$ cat config.mk
export PLATFORM = sky130hd
export DESIGN_NAME = vram_ctl
export DESIGN_NICKNAME = d
export VERILOG_FILES = /design/src/vram_ctl_pkg.sv /design/src/vram_pin_sync.sv /design/src/vram_serial.sv /design/src/vram_ctl.sv
export SDC_FILE = /design/constraint.sdc
export NUM_CORES = 1
export LEC_CHECK = 0
export BUFFER_PORTS_ARGS = -buffer_cell sky130_fd_sc_hd__buf_2
export CAP_MARGIN = 10
export CORE_MARGIN = 5
export CORE_UTILIZATION = 35
export DETAILED_ROUTE_END_ITERATION = 6
export PLACE_DENSITY = 0.51
export SETUP_SLACK_MARGIN = 0.1
export SYNTH_ARGS = -nofsm -noshare
export SYNTH_HDL_FRONTEND = slang
export SYNTH_HIERARCHICAL = 1
export SYNTH_SLANG_ARGS = --single-unit
$ cat constraint.sdc
create_clock -name clk -period 4.5 [get_ports clk]
set_clock_uncertainty 0.15 [all_clocks]
set_input_delay 0.45 -clock clk [delete_from_list [all_inputs] [get_ports clk]]
set_output_delay 0.45 -clock clk [all_outputs]
set_load 0.1 [all_outputs]
$ cat src/vram_ctl_pkg.sv
// package: register map, commands and pin levels of the video dram controller
package vram_ctl_pkg;
   localparam int AW = 9;
   localparam int DW = 4;
   localparam int CLK_PERIOD_NS = 100;
   localparam int ROW_OPEN_MAX_NS = 100000;
   localparam int ROW_OPEN_CYC = ROW_OPEN_MAX_NS / CLK_PERIOD_NS;
   localparam int ROW_GUARD_CYC = 16;
   localparam logic [9:0] ROW_LIMIT = 10'(ROW_OPEN_CYC - ROW_GUARD_CYC);
   localparam logic [2:0] READ_WAIT = 3'h4;
   localparam logic [2:0] SER_WAIT = 3'h3;
   // register byte addresses
   localparam logic [7:0] A_CMD = 8'h00;
   localparam logic [7:0] A_ADDR = 8'h04;
   localparam logic [7:0] A_WDATA = 8'h08;
   localparam logic [7:0] A_STAT = 8'h0C;
   localparam logic [7:0] A_SER = 8'h10;
   // field positions
   localparam int CMD_KEEP = 4;
   localparam int ADDR_COL = 16;
   localparam int WD_MASK = 4;
   localparam int ST_BUSY = 8;
   localparam int ST_OPEN = 9;
   localparam int ST_SDIR = 10;
   localparam int ST_HALF = 11;
   localparam int ST_ERR = 12;
   localparam int SER_EN = 4;
   localparam int SER_BUSY = 8;
   localparam logic [31:0] RST_ZERO = 32'h0;

   typedef enum logic [3:0] {
      OP_READ, OP_WRITE, OP_MASK_WRITE, OP_BLOCK_WRITE, OP_MASK_BLOCK_WRITE,
      OP_FLASH_WRITE, OP_COLOR_READ, OP_COLOR_WRITE, OP_RMW, OP_READ_XFER,
      OP_SPLIT_READ_XFER, OP_WRITE_XFER, OP_SPLIT_WRITE_XFER,
      OP_PSEUDO_XFER, OP_REFRESH
   } op_t;

   // levels at the row strobe fall: {xfer_oe_n, we_n, se_n, flag}
   function automatic logic [3:0] ras_levels(op_t op);
      case (op)
         OP_MASK_WRITE, OP_MASK_BLOCK_WRITE: ras_levels = 4'hA;
         OP_FLASH_WRITE:                     ras_levels = 4'hB;
         OP_COLOR_READ, OP_COLOR_WRITE:      ras_levels = 4'hF;
         OP_READ_XFER:                       ras_levels = 4'h6;
         OP_SPLIT_READ_XFER:                 ras_levels = 4'h7;
         OP_WRITE_XFER:                      ras_levels = 4'h0;
         OP_PSEUDO_XFER:                     ras_levels = 4'h2;
         OP_SPLIT_WRITE_XFER:                ras_levels = 4'h3;
         default:                            ras_levels = 4'hE;
      endcase
   endfunction

   function automatic logic is_block(op_t op);
      is_block = (op == OP_BLOCK_WRITE) || (op == OP_MASK_BLOCK_WRITE);
   endfunction

   function automatic logic is_rd(op_t op);
      is_rd = (op == OP_READ) || (op == OP_COLOR_READ) || (op == OP_RMW);
   endfunction

   function automatic logic is_xfer(op_t op);
      is_xfer = (op >= OP_READ_XFER) && (op <= OP_PSEUDO_XFER);
   endfunction

   function automatic logic is_page(op_t op);
      is_page = (op <= OP_MASK_BLOCK_WRITE) || (op == OP_RMW);
   endfunction

   // byte-lane merge for bus writes
   function automatic logic [31:0] merge(logic [31:0] old, logic [31:0] nw,
                                         logic [3:0] sel);
      merge = old;
      for (int i = 0; i < 4; i++)
         if (sel[i])
            merge[i*8 +: 8] = nw[i*8 +: 8];
   endfunction
endpackage

$ cat src/vram_pin_sync.sv
// three-stage synchroniser for pin inputs, output follows agreeing stages
`timescale 1ns/100ps
module vram_pin_sync #(
   parameter int W = 1
) (
   input  wire logic         clk,
   input  wire logic         sys_rst,
   input  wire logic [W-1:0] pin,
   output logic      [W-1:0] level
);
   import vram_ctl_pkg::*;

   typedef struct packed {
      logic [W-1:0] s1;
      logic [W-1:0] s2;
      logic [W-1:0] s3;
      logic [W-1:0] lvl;
   } sync_t;

   sync_t q;
   sync_t d;

   always_comb
   begin
      d = q;
      d.s1 = pin;
      d.s2 = q.s1;
      d.s3 = q.s2;
      if (q.s2 == q.s3)
         d.lvl = q.s3;
   end

   always_ff @(posedge clk or posedge sys_rst)
   begin
      if (sys_rst)
         q <= '0;
      else
         q <= d;
   end

   assign level = q.lvl;
endmodule

$ cat src/vram_serial.sv
// serial buffer port: one shift clock pulse per request, word out or in
`timescale 1ns/100ps
module vram_serial (
   input  wire logic                       clk,
   input  wire logic                       sys_rst,
   input  wire logic                       go,
   input  wire logic [vram_ctl_pkg::DW-1:0] word,
   input  wire logic                       en,
   input  wire logic                       host_drives,
   input  wire logic                       force_se_low,
   input  wire logic [vram_ctl_pkg::DW-1:0] sdq_sense,
   output logic                            serial_shift_clock,
   output logic                            serial_port_enable_n,
   output logic      [vram_ctl_pkg::DW-1:0] sdq_drv,
   output logic                            sdq_oe_n,
   output logic      [vram_ctl_pkg::DW-1:0] rx,
   output logic                            busy
);
   import vram_ctl_pkg::*;

   typedef enum logic [2:0] {SR_IDLE, SR_SET, SR_HI, SR_LO, SR_WAIT} sst_t;

   typedef struct packed {
      sst_t          st;
      logic [2:0]    cnt;
      logic          sck;
      logic          se_n;
      logic [DW-1:0] drv;
      logic          oe_n;
      logic [DW-1:0] rx;
   } ser_t;

   ser_t          q;
   ser_t          d;
   logic [DW-1:0] sense;

   vram_pin_sync #(.W(DW)) u_sync (
      .clk     (clk),
      .sys_rst (sys_rst),
      .pin     (sdq_sense),
      .level   (sense)
   );

   always_comb
   begin
      d = q;
      case (q.st)
         SR_IDLE:
            if (go)
            begin
               // disabled port: device ignores the word, pointer still steps
               d.se_n = !en;
               d.drv = word;
               d.oe_n = !(host_drives && en);
               d.st = SR_SET;
            end
         SR_SET:
         begin
            d.sck = 1'b1;
            d.st = SR_HI;
         end
         SR_HI:
         begin
            d.sck = 1'b0;
            d.st = SR_LO;
         end
         SR_LO:
         begin
            d.cnt = '0;
            d.st = SR_WAIT;
         end
         SR_WAIT:
         begin
            d.cnt = q.cnt + 3'h1;
            if (q.cnt == SER_WAIT)
            begin
               d.rx = sense;
               d.se_n = 1'b1;
               d.oe_n = 1'b1;
               d.st = SR_IDLE;
            end
         end
         default:
            d.st = SR_IDLE;
      endcase
   end

   always_ff @(posedge clk or posedge sys_rst)
   begin
      if (sys_rst)
      begin
         q <= '0;
         q.se_n <= 1'b1;
         q.oe_n <= 1'b1;
      end
      else
         q <= d;
   end

   assign serial_shift_clock = q.sck;
   assign serial_port_enable_n = q.se_n && !force_se_low;
   assign sdq_drv = q.drv;
   assign sdq_oe_n = q.oe_n;
   assign rx = q.rx;
   assign busy = (q.st != SR_IDLE);
endmodule

$ cat src/vram_ctl.sv
// host controller driving a dual-port video dram from wishbone registers
`timescale 1ns/100ps
module vram_ctl (
   input  wire logic                       clk,
   input  wire logic                       sys_rst,
   input  wire logic                       wb_cyc,
   input  wire logic                       wb_stb,
   input  wire logic                       wb_we,
   input  wire logic [7:0]                 wb_adr,
   input  wire logic [3:0]                 wb_sel,
   input  wire logic [31:0]                wb_wdat,
   output logic      [31:0]                wb_rdat,
   output logic                            wb_ack,
   output logic                            ras_n,
   output logic                            cas_n,
   output logic                            we_n,
   output logic                            transfer_or_output_enable_n,
   output logic                            special_function_flag,
   output logic      [vram_ctl_pkg::AW-1:0] addr,
   output logic      [vram_ctl_pkg::DW-1:0] dq_drv,
   output logic                            dq_oe_n,
   input  wire logic [vram_ctl_pkg::DW-1:0] dq_sense,
   output logic                            serial_shift_clock,
   output logic                            serial_port_enable_n,
   output logic      [vram_ctl_pkg::DW-1:0] sdq_drv,
   output logic                            sdq_oe_n,
   input  wire logic [vram_ctl_pkg::DW-1:0] sdq_sense,
   input  wire logic                       serial_half_indicator
);
   import vram_ctl_pkg::*;

   typedef enum logic [3:0] {
      S_IDLE, S_SETUP, S_RAS, S_COL, S_CAS, S_WAIT, S_WR2, S_WE, S_END,
      S_OPEN, S_PRE
   } st_t;

   typedef struct packed {
      st_t           st;
      op_t           op;
      logic          keep;
      logic          pend;
      logic [AW-1:0] row;
      logic [AW-1:0] col;
      logic [DW-1:0] wdat;
      logic [DW-1:0] wmask;
      logic [DW-1:0] rdat;
      logic          err;
      logic          sdir;
      logic          ack;
      logic [31:0]   bus;
      logic [9:0]    rcnt;
      logic [2:0]    wcnt;
      logic          ras_n;
      logic          cas_n;
      logic          we_n;
      logic          dt_n;
      logic          flag;
      logic          se_lo;
      logic [AW-1:0] addr;
      logic [DW-1:0] dq;
      logic          dq_oe_n;
      logic          ser_go;
      logic [DW-1:0] ser_word;
      logic          ser_en;
   } state_t;

   state_t        q;
   state_t        d;
   logic [DW-1:0] dq_now;
   logic          half;
   logic          ser_busy;
   logic [DW-1:0] ser_rx;
   logic [3:0]    lv;
   logic [31:0]   rd;
   logic [31:0]   w;
   logic          wr;
   logic          busy;
   logic          xfer_low;

   vram_pin_sync #(.W(DW + 1)) u_sync (
      .clk     (clk),
      .sys_rst (sys_rst),
      .pin     ({serial_half_indicator, dq_sense}),
      .level   ({half, dq_now})
   );

   vram_serial u_ser (
      .clk                  (clk),
      .sys_rst              (sys_rst),
      .go                   (q.ser_go),
      .word                 (q.ser_word),
      .en                   (q.ser_en),
      .host_drives          (q.sdir),
      .force_se_low         (q.se_lo),
      .sdq_sense            (sdq_sense),
      .serial_shift_clock   (serial_shift_clock),
      .serial_port_enable_n (serial_port_enable_n),
      .sdq_drv              (sdq_drv),
      .sdq_oe_n             (sdq_oe_n),
      .rx                   (ser_rx),
      .busy                 (ser_busy)
   );

   assign lv = ras_levels(q.op);
   assign busy = (q.st != S_IDLE) && (q.st != S_OPEN);
   assign xfer_low = is_xfer(q.op) && !q.ras_n;

   always_comb
   begin
      d = q;
      d.ack = wb_cyc && wb_stb && !q.ack;
      d.ser_go = 1'b0;
      wr = wb_cyc && wb_stb && q.ack && wb_we;
      rd = RST_ZERO;
      case (wb_adr)
         A_CMD:
         begin
            rd[3:0] = q.op;
            rd[CMD_KEEP] = q.keep;
         end
         A_ADDR:
         begin
            rd[AW-1:0] = q.row;
            rd[ADDR_COL +: AW] = q.col;
         end
         A_WDATA:
         begin
            rd[DW-1:0] = q.wdat;
            rd[WD_MASK +: DW] = q.wmask;
         end
         A_STAT:
         begin
            rd[DW-1:0] = q.rdat;
            rd[ST_BUSY] = busy || q.pend;
            rd[ST_OPEN] = (q.st == S_OPEN);
            rd[ST_SDIR] = q.sdir;
            rd[ST_HALF] = half;
            rd[ST_ERR] = q.err;
         end
         A_SER:
         begin
            rd[DW-1:0] = ser_rx;
            rd[SER_BUSY] = ser_busy;
         end
         default:
            rd = RST_ZERO;
      endcase
      if (d.ack)
         d.bus = rd;
      w = merge(rd, wb_wdat, wb_sel);
      if (wr && wb_adr == A_ADDR)
      begin
         d.row = w[AW-1:0];
         d.col = w[ADDR_COL +: AW];
      end
      if (wr && wb_adr == A_WDATA)
      begin
         d.wdat = w[DW-1:0];
         d.wmask = w[WD_MASK +: DW];
      end
      if (wr && wb_adr == A_STAT && w[ST_ERR])
         d.err = 1'b0;
      if (wr && wb_adr == A_SER && wb_sel[0])
      begin
         if (ser_busy || xfer_low)
            d.err = 1'b1;
         else
         begin
            d.ser_go = 1'b1;
            d.ser_word = w[DW-1:0];
            d.ser_en = w[SER_EN];
         end
      end
      if (wr && wb_adr == A_CMD && wb_sel[0])
      begin
         if (busy || q.pend || w[3:0] > 4'(OP_REFRESH))
            d.err = 1'b1;
         else
         begin
            d.op = op_t'(w[3:0]);
            d.keep = w[CMD_KEEP];
            if (q.st == S_IDLE)
               d.st = S_SETUP;
            else if (is_page(op_t'(w[3:0])))
               d.st = S_COL;
            else
            begin
               d.pend = 1'b1;
               d.st = S_PRE;
            end
         end
      end
      case (q.st)
         S_SETUP:
         begin
            d.addr = q.row;
            d.dt_n = lv[3];
            d.we_n = lv[2];
            d.se_lo = !lv[1];
            d.flag = lv[0];
            d.cas_n = !(q.op == OP_REFRESH);
            if (lv[3] && !lv[2])
            begin
               d.dq = q.wmask;
               d.dq_oe_n = 1'b0;
            end
            d.st = S_RAS;
         end
         S_RAS:
         begin
            d.ras_n = 1'b0;
            if (q.op == OP_REFRESH || q.op == OP_FLASH_WRITE)
               d.st = S_PRE;
            else
               d.st = S_COL;
         end
         S_COL:
         begin
            d.addr = q.col;
            d.flag = is_block(q.op);
            d.we_n = 1'b1;
            d.dq_oe_n = 1'b1;
            if (!is_rd(q.op) && !is_xfer(q.op))
            begin
               d.dt_n = 1'b1;
               d.we_n = 1'b0;
               d.dq = q.wdat;
               d.dq_oe_n = 1'b0;
            end
            d.st = S_CAS;
         end
         S_CAS:
         begin
            d.cas_n = 1'b0;
            d.wcnt = '0;
            if (is_rd(q.op))
            begin
               d.dt_n = 1'b0;
               d.st = S_WAIT;
            end
            else
               d.st = S_END;
         end
         S_WAIT:
         begin
            d.wcnt = q.wcnt + 3'h1;
            if (q.wcnt == READ_WAIT)
            begin
               d.rdat = dq_now;
               d.dt_n = 1'b1;
               d.st = (q.op == OP_RMW) ? S_WR2 : S_END;
            end
         end
         S_WR2:
         begin
            d.dq = q.wdat;
            d.dq_oe_n = 1'b0;
            d.st = S_WE;
         end
         S_WE:
         begin
            d.we_n = 1'b0;
            d.st = S_END;
         end
         S_END:
         begin
            d.cas_n = 1'b1;
            d.we_n = 1'b1;
            d.flag = 1'b0;
            d.dq_oe_n = 1'b1;
            d.st = (q.keep && is_page(q.op)) ? S_OPEN : S_PRE;
         end
         S_OPEN:
            if (q.rcnt >= ROW_LIMIT)
            begin
               // column command taken now reruns after precharge
               d.pend = d.pend || (d.st == S_COL);
               d.st = S_PRE;
            end
         S_PRE:
         begin
            d.ras_n = 1'b1;
            d.cas_n = 1'b1;
            d.we_n = 1'b1;
            d.dt_n = 1'b1;
            d.flag = 1'b0;
            d.se_lo = 1'b0;
            d.dq_oe_n = 1'b1;
            // pending op has not run yet, so no direction change
            if (q.pend)
               d.sdir = q.sdir;
            else if (q.op == OP_READ_XFER)
               d.sdir = 1'b0;
            else if (q.op == OP_WRITE_XFER || q.op == OP_PSEUDO_XFER)
               d.sdir = 1'b1;
            d.pend = 1'b0;
            d.st = q.pend ? S_SETUP : S_IDLE;
         end
         default:
            ;
      endcase
      if (wr && wb_adr == A_CMD && busy)
         d.err = 1'b1;
      d.rcnt = q.ras_n ? 10'h0 : q.rcnt + 10'h1;
   end

   always_ff @(posedge clk or posedge sys_rst)
   begin
      if (sys_rst)
      begin
         q <= '0;
         q.ras_n <= 1'b1;
         q.cas_n <= 1'b1;
         q.we_n <= 1'b1;
         q.dt_n <= 1'b1;
         q.dq_oe_n <= 1'b1;
      end
      else
         q <= d;
   end

   assign wb_rdat = q.bus;
   assign wb_ack = q.ack;
   assign ras_n = q.ras_n;
   assign cas_n = q.cas_n;
   assign we_n = q.we_n;
   assign transfer_or_output_enable_n = q.dt_n;
   assign special_function_flag = q.flag;
   assign addr = q.addr;
   assign dq_drv = q.dq;
   assign dq_oe_n = q.dq_oe_n;
endmodule

==> impl_metrics.ini, run 1 <==
[synth]
synth_seq_area_share_pct = 50.6
synth_cell_types = 70
synth_most_common_cell = dfrtp_1
synth_area_leader_cell = dfrtp_1
synth_flop_cell = dfrtp_1
ys_async_sr_fraction_pct = 100
synth_area_leaders = dfrtp_1 (48%), mux2_2 (6.2%), buf_4 (6.0%)
synth_top_cells_by_count = dfrtp_1 (150), nand2_1 (81), buf_4 (62)
synthCells = 736
synth_area_per_cell_sq_um = 10.6
synth_seq_cells = 157
synth_warnings = 6
synth_edf_count = 0
synth_top_area_share_pct = 48.2
syn_area_sq_um = 7780

[critical_path]
reg2regPathDepth = 6
path_class = flop to flop
cp.buffers_inverters = 0
cp-start-kind = flop
endpoint_kind = flop
crit_arrival_ps = 3250
cp_cell_sequence = nor3b_1 > nand4_1 > o221ai_1 > a221o_1 > nor3b_1 > a211oi_1
cp_max_fo = 32
cp.required_ps = 4680
slowest_delay_ps = 760
worst-path-stages = 6
endpoint = q[113]$_DFF_PP0_
critical-path-top-cell-by-count = nor3b_1
cp_top_family = simple AND/OR/NAND/NOR gates
rr_startpoint = q[111]$_DFF_PP0_
r2r_end = q[113]$_DFF_PP0_
slowest_stage = dfrtp_1
startpoint = q[111]$_DFF_PP0_
r2r_setup_slack_ps = 1440

[sta]
final_hold_viol_count = 0
post-route-period-util_pct = 68.1
final.setup.tns_ps = 0
layout_setup_ws_ps = 1440
holdWs_ps = 107
final-setup-viol-count = 0
rsz0062_at_grt = no
period_needed_ps = 3060
drv_slew = 0
timing.fmax_mhz = 326
tightest_slew_ps = 1040
maxSlewHeadroom_pct = 30.8

[layout]
final_cells = 1068
syn2layout_area_growth_pct = 12.1
fillers = 2170
regArea_sq_um = 3940
layout-drive-gt1-share_pct = 25.3
multiInputGateArea_sq_um = 3170
stdcell_area_sq_um = 8720
finish.utilization_pct = 39.9
nets = 837

[power]
finalPower_mw = 4.35
powerDensity_nw_per_um2 = 498
p_leak_nw = 4.10
ir_worst_vdd_mv = 0.275

[place]
placed_area_sq_um = 8040
io_buffers = 93
place_ws_ps = 1120
place_congestion = 0.821
dp.cells = 1024
dp_hpwl_mm = 13.6

[route]
drt-vias-per-instance = 5.21
ant_nets = 0
wirelength_mm = 18.4
drtPass1Iterations = 4
vias = 5559
wl_per_cell_microns = 17.3
drc = 0
first_iter_violations = 331

[clock_tree]
cts.sinks = 157
clockBufferDepth = 2
insertion_delay_ps = 430
cts_tree = done
cts_made_buffers = 17
clk_pin_slew_ps = 60
root_buffer = clkbuf_16
ctsHtreeMaxLevel = 4
cts_resized = 0

[floorplan]
die_w_microns = 159
die_h_microns = 159
dieArea_sq_um = 25300
io_pins = 117
core_region_area_sq_um = 21900
rows = 54
initial_core_util_pct = 35.6

[grt]
overflow = 0
grt_pass1_wl_mm = 30.0
grt_pass1_vias = 5554
grt_max_degree = 81
use_met1_pct = 19.1
grt_use_met3_pct = 4.92
busiest_layer = met2
met2_usage_pct = 22.8
track_usage_pct = 14.5
antenna_found_initial = 3

[flow_run]
maxCapViolations = 0

[outcome]
status = complete, no violations

[hold_path]
hp-class = input pin to flop
cell usage in the layout, fill, tap and decap left out, types with 10 or more instances in the layout:
cell type / n
a21oi_1: 22
a221o_1: 12
a22o_1: 10
buf_2: 93
clkbuf_16: 17
conb_1: 10
dfrtp_1: 150
dlygate4sd3_1: 10
inv_1: 19
mux2_2: 43
mux2i_1: 15
nand2_1: 81
nand2b_1: 11
nand3_1: 22
nor2_1: 39
nor3b_1: 12
o21ai_0: 51
xor2_1: 11
flip-flops by register name, indices dropped and copies added, names as in the netlist, 5 cells and up:
signal / flops
wb_rdat: 22
q: 62
u_sync/q: 5
u_ser/u_sync/d: 8
u_sync/d: 10
addr: 9
u_ser/q: 7
u_sync/level: 5
cell families after synthesis:
group	after synthesis	synth area share (%)
xor+xnor	18	2.03
compound gates	158	14.1
mux	63	9.07
simple gates	214	14.1
flops	157	50.6
other cells	1	0.0482
buf+inv	119	9.12
fa+ha+maj	6	0.965
worst min-delay path by stage:
stage                                 start                     endpoint  slack (ps)  depth (start not counted)
2_1_floorplan   u_ser/u_sync/d[8]$_DFF_PP0_  u_ser/u_sync/d[4]$_DFF_PP0_         180                          0
3_3_place_gp   u_ser/u_sync/d[11]$_DFF_PP0_  u_ser/u_sync/d[7]$_DFF_PP0_         180                          0
3_5_place_dp         u_sync/d[10]$_DFF_PP0_        u_sync/d[5]$_DFF_PP0_         190                          0
4_1_cts                         wb_wdat[24]            q[94]$_DFFE_PP0P_          90                          2
5_1_grt                         wb_wdat[23]            q[93]$_DFFE_PP0P_          90                          2
6_report                        wb_wdat[24]            q[94]$_DFFE_PP0P_         110                          2
power breakdown:
part / total (mW) / switching (mW) / leakage [nW] / internal (mW)
registers: 1.85 / 0.269 / 2.06 / 1.58
logic: 1.09 / 0.714 / 1.77 / 0.373
clock network: 1.41 / 0.604 / 0.275 / 0.802
final cells by class:
type	instances	share of cell area, %
multi-input combinational	469	36.3
antenna	2	0.0574
inverter	20	0.889
sequential	157	45.1
clock inverter	13	1.48
tap	280	4.02
clock buffer	19	5.19
timing repair buffer	108	6.91
timing repair:
| action | CTS | global route |
|---|---|---|
| hold buffers | 10 | 0 |
| buffers inserted | 0 | 0 |
| endpoints found under the hold margin | 25 | 0 |
per-layer routing:
layer / share of wire, % / vias up
li1: - / 2622
met1: 45 / 2766
met2: 48 / 150
met3: 6.3 / 19
met4: 1.1 / 2
met5: 0.038 / -
(Power assumes the default switching activity.)
==> run 2, diff against run 1 <==
ABC_AREA = 1   (was not set)
PLACE_DENSITY = 0.53   (was 0.51)
clock period = 2.6 ns   (was 4.5 ns; I/O delays follow)
==> impl_metrics.ini, run 2 <==
[layout]
layout-drive-gt1-share_pct = 22.2
diodes = 0
mostFrequentLayoutCell = nand2_1
nets = 1079
largest_reg_flops = 62
regArea_sq_um = 3940
final_cells = 1313
top_register = q
fillers = 2283
layout_common_cells = nand2_1 (217), dfrtp_1 (150), inv_1 (111)
syn2layout_area_growth_pct = 15.2
multiInputGateArea_sq_um = 2950

[sta]
period_needed_ps = 2240
final_hold_viol_count = 0
final.setup.tns_ps = 0
final-setup-viol-count = 0
rsz0062_at_grt = no
timing.fmax_mhz = 447
drv_slew = 0
post-route-period-util_pct = 86.1
maxSlewHeadroom_pct = 49.7
tightest_slew_ps = 754

[hold_path]
hp-class = input pin to flop
hp-start = wb_wdat[6]
whs_path_depth = 3
hold_end = q[101]$_DFFE_PP0P_

[place]
dp.cells = 1261
dp_hpwl_mm = 14.5
place_congestion = 0.832
io_buffers = 93

[clock_tree]
cts_made_buffers = 17
clockBufferDepth = 2
clk_pin_slew_ps = 70
root_buffer = clkbuf_16
cts.sinks = 157
cts_tree = done
ctsHtreeMaxLevel = 4
cts_setup_buffers = 0
insertion_delay_ps = 430

[critical_path]
slowest_delay_ps = 480
r2r_end = dq_drv[0]$_DFFE_PP0P_
cp.required_ps = 2760
cp_cell_sequence = nor2_1 > inv_1 > nor2_1 > inv_1 > nand2_1 > nor2_2 > nand2_1 > nand2_1 > nand2_1 > o21ai_0 > mux2_1
cp-start-kind = flop
critical-path-top-cell-by-count = nand2_1
cp_max_fo = 7
slowest_stage = dfrtp_1
reg2regPathDepth = 11
path_class = flop to flop
rr_startpoint = q[107]$_DFFE_PP0P_
r2r_setup_slack_ps = 360
crit_arrival_ps = 2400
endpoint_kind = flop

[route]
wl_per_cell_microns = 14.8
drc = 0
drtPass1Iterations = 5
first_iter_violations = 382
vias = 6125
wl_met3_microns = 995
wirelength_mm = 19.4
ant_nets = 0
route.met2.wl_mm = 9.18
drt-vias-per-instance = 4.66
wl_met1_mm = 8.95
top_layer = met4

[grt]
track_usage_pct = 15.6
overflow = 0
grt_pass1_vias = 6108
grt_max_degree = 43
antenna_found_initial = 0
grt_pass1_wl_mm = 32.1

[floorplan]
core_region_area_sq_um = 22400
die_w_microns = 160
initial_core_util_pct = 35.2
dieArea_sq_um = 25700
rows = 55
io_pins = 117
die_h_microns = 160

[synth]
synthCells = 936
synth_top_area_share_pct = 47.5
synth_seq_cells = 157
syn_area_sq_um = 7900
synth_seq_area_share_pct = 49.8
synth_top_cells_by_count = nand2_1 (217), dfrtp_1 (150), inv_1 (112)
synth_area_per_cell_sq_um = 8.44
synth_warnings = 6
synth_area_leaders = dfrtp_1 (47%), nand2_1 (10%), buf_4 (5.9%)
ys_async_sr_fraction_pct = 100
synth_cell_types = 45
synth_flop_cell = dfrtp_1
synth_edf_count = 0
synth_area_leader_cell = dfrtp_1
synth_most_common_cell = nand2_1

[flow_run]
maxCapViolations = 0

[power]
p_leak_nw = 4.54
powerDensity_nw_per_um2 = 633
ir_worst_vdd_mv = 0.420

[outcome]
status = complete, no violations
-- run 2: changes by cell type after synthesis, sizes merged, moves of 17 or more --
cell / previous run / this run
nand2: 81 / 232
inv: 20 / 131
nor2: 39 / 102
mux2: 48 / 1
o21ai: 52 / 90
nand3: 22 / 47
clkbuf: 26 / 9
o211ai: 1 / 18
-- run 2: layout make-up --
type                    count  area share [%]
repair buffers            128            8.82
flip-flops and latches    157            43.2
clock buffers              22            5.21
well taps                 285            3.92
multi-input cells         579            32.4
clock inverters            10           0.879
inverters                 132            5.48
-- run 2: logic make-up after synthesis --
family	count (synthesis)	synth area share, %
AOI/OAI and AO/OA	154	11.5
xor gates and xnor gates	1	0.111
adders and majority gates	6	0.950
buffers and inverters	209	13.2
DFF	157	49.8
muxes	1	0.142
other	1	0.0474
and+or+nand+nor	407	24.2
-- run 2: worst max-delay path, delay by kind of cell, from the launching register on --
family / cells / cell delay (ps)
mux: 1 / 300
flops: 1 / 480
compound gates: 1 / 100
simple gates: 7 / 910
buf+inv: 2 / 180
-- run 2: how the worst max path moves through the flow --
stage | end | from | slack, ps
floorplan | q[110]$_DFF_PP0_ | wb_ack$_DFF_PP0_ | 260
global placement | q[111]$_DFF_PP0_ | wb_adr[6] | 260
detailed placement | q[111]$_DFF_PP0_ | wb_adr[6] | 240
CTS | dq_drv[0]$_DFFE_PP0P_ | q[107]$_DFFE_PP0P_ | 360
global route | q[103]$_DFFE_PP0P_ | q[110]$_DFF_PP0_ | 170
finish | dq_drv[0]$_DFFE_PP0P_ | q[107]$_DFFE_PP0P_ | 360
-- run 2: timing repair --
item / 4_1_cts / 5_1_grt
hold endpoints to repair: 89 / 0
resized for setup: 0 / 0
setup endpoints to repair: 0 / 0
hold buffers: 20 / 0
-- run 2: stage by stage --
stage	area [sq um]	setup slack (ps)	hold slack [ps]	total power, mW	utilization, %
3_5_place_dp	8350	236	185	3.43	37.2
4_1_cts	9100	361	19.2	5.83	40.6
6_report	9100	362	23.1	5.76	40.6
3_3_place_gp	8350	260	183	3.42	37.2
5_1_grt	9100	168	39.3	6.03	40.6
2_1_floorplan	7940	257	23.7	3.34	-
-- run 2: report_power, final --
group | switching (mW) | internal (mW) | leakage [nW]
logic | 0.544 | 0.185 | 2.30
registers | 0.0907 | 2.58 | 1.98
clock network | 1.06 | 1.31 | 0.264
total | 1.69 | 4.07 | 4.54
-- run 2: routing by layer --
layer,up-vias,GRT usage [%]
li1,3075,-
met1,2889,20.8
met2,143,25.9
met3,18,3.56
met4,0,4.11
met5,-,0
==> run 3, diff against run 2 <==
CORE_MARGIN = 1.5   (was 5)
==> impl_metrics.ini, run 3 (synthesis results as in run 2) <==
[floorplan]
die_h_microns = 153
initial_core_util_pct = 36.0
die_w_microns = 153
io_pins = 117
dieArea_sq_um = 23500
rows = 54
core_region_area_sq_um = 22000

[critical_path]
cp.required_ps = 2760
cp_top_family = simple AND/OR/NAND/NOR gates
rr_startpoint = q[109]$_DFFE_PP0P_
cp.buffers_inverters = 3
startpoint = q[109]$_DFFE_PP0P_
slowest_delay_ps = 450
cp_max_fo = 6
cp_cell_sequence = inv_1 > nor2_1 > inv_1 > nor2_1 > inv_1 > nand2_1 > nor2_2 > nand2_1 > nand2_1 > nand2_1 > o21ai_0 > mux2_1
crit_arrival_ps = 2400
path_class = flop to flop
critical-path-top-cell-by-count = nand2_1
slowest_stage = dfrtp_1
endpoint_kind = flop
cp-start-kind = flop

[route]
wirelength_mm = 18.2
wl_per_cell_microns = 13.9
drc = 9
drtPass1Iterations = 7
drt-vias-per-instance = 4.62
vias = 6034
ant_nets = 0
first_iter_violations = 354

[layout]
layout-drive-gt1-share_pct = 22.1
diodes = 0
largest_reg_flops = 62
syn2layout_area_growth_pct = 15.0
nets = 1077
mostFrequentLayoutCell = nand2_1
top_register = q
layout_common_cells = nand2_1 (217), dfrtp_1 (150), inv_1 (111)
finish.utilization_pct = 41.4

[grt]
track_usage_pct = 16.2
antenna_found_initial = 0
overflow = 0
grt_max_degree = 80
grt_pass1_wl_mm = 29.8
grt_pass1_vias = 5726

[power]
ir_worst_vdd_mv = 0.403
powerDensity_nw_per_um2 = 641
p_leak_nw = 4.55

[outcome]
violations = design-rule violations
status = finished with violations

[sta]
timing.fmax_mhz = 447
drv_slew = 0
final.setup.tns_ps = 0
maxSlewHeadroom_pct = 35.8
rsz0062_at_grt = no
final_hold_viol_count = 0
layout_setup_ws_ps = 363
final-setup-viol-count = 0
post-route-period-util_pct = 86.0
period_needed_ps = 2240
tightest_slew_ps = 962

[place]
place_ws_ps = 285
io_buffers = 93
dp_hpwl_mm = 13.5
place_congestion = 0.861

[clock_tree]
clockBufferDepth = 2
clk_pin_slew_ps = 70
cts_setup_buffers = 0
cts.sinks = 157
root_buffer = clkbuf_16
cts_tree = done
cts_made_buffers = 17
insertion_delay_ps = 420
ctsHtreeMaxLevel = 4

[hold_path]
hp-class = input pin to flop
hp-start = wb_sel[3]

[flow_run]
maxCapViolations = 0
run 3: changes by cell type in the layout (fill, tap and decap cells not counted), sizes merged:
cell / delta
buf: -3
clkbuf: -3
inv: +3
clkinvlp: -2
bufinv: +1
clkinv: +1
dlygate4sd3: +1
run 3: routing by layer:
metal	vias up	part of all wire [%]	routed length (microns)	track usage, %
met3	24	4.2	769	3.15
li1	3079	-	-	-
met2	134	47	8550	26.4
met5	-	0	0	0
met4	0	1.5	268	5.00
met1	2797	47	8620	21.7
run 3: layout make-up:
cell class / instances / area (sq um)
clock buffer: 19 / 443
clock inverter: 13 / 128
fill: 2207 / 12900
inverter: 132 / 499
multi-input combinational: 579 / 2960
sequential: 157 / 3940
tap: 280 / 350
timing repair buffer: 126 / 778
run 3: final timing paths:
| kind | to | depth (start not counted) | slack (ps) |
|---|---|---|---|
| min in group asynchronous | q[76]$_DFFE_PP0P_ | 3 | 150 |
| min | q[94]$_DFFE_PP0P_ | 4 | 20 |
| max reg2reg | dq_drv[0]$_DFFE_PP0P_ | 12 | 360 |
| max in group asynchronous | u_sync/q[5]$_DFF_PP0_ | 3 | 1440 |
| min reg2reg | u_sync/d[6]$_DFF_PP0_ | 0 | 200 |
| max | dq_drv[0]$_DFFE_PP0P_ | 12 | 360 |
run 3: tightest hold or removal path: stages:
cell,delay (ps)
buf_2,80
o21ai_0,80
nand2_1,50
o21ai_0,70
run 3: stage by stage:
stage	instance area [sq um]	hold WS (ps)	total power, mW	cells
6_report	9090	21.7	5.83	1306
5_1_grt	9090	33.6	6.10	1306
4_1_cts	9090	10.1	5.90	1306
3_5_place_dp	8310	49.0	3.42	1253
3_3_place_gp	8310	44.4	3.41	1253
2_1_floorplan	7940	23.7	3.34	945
run 3: report_power, final:
| part | switching [mW] | total [mW] | internal [mW] |
|---|---|---|---|
| Combinational | 0.538 | 0.718 | 0.180 |
| Sequential | 0.0914 | 2.67 | 2.58 |
| Clock | 1.07 | 2.44 | 1.37 |
| Total | 1.70 | 5.83 | 4.12 |
run 3: what timing repair did:
action                                 4_1_cts  5_1_grt
hold buffers                                21        0
resized for setup                            0        1
endpoints found under the hold margin      169        0
setup endpoints to repair                    0        1
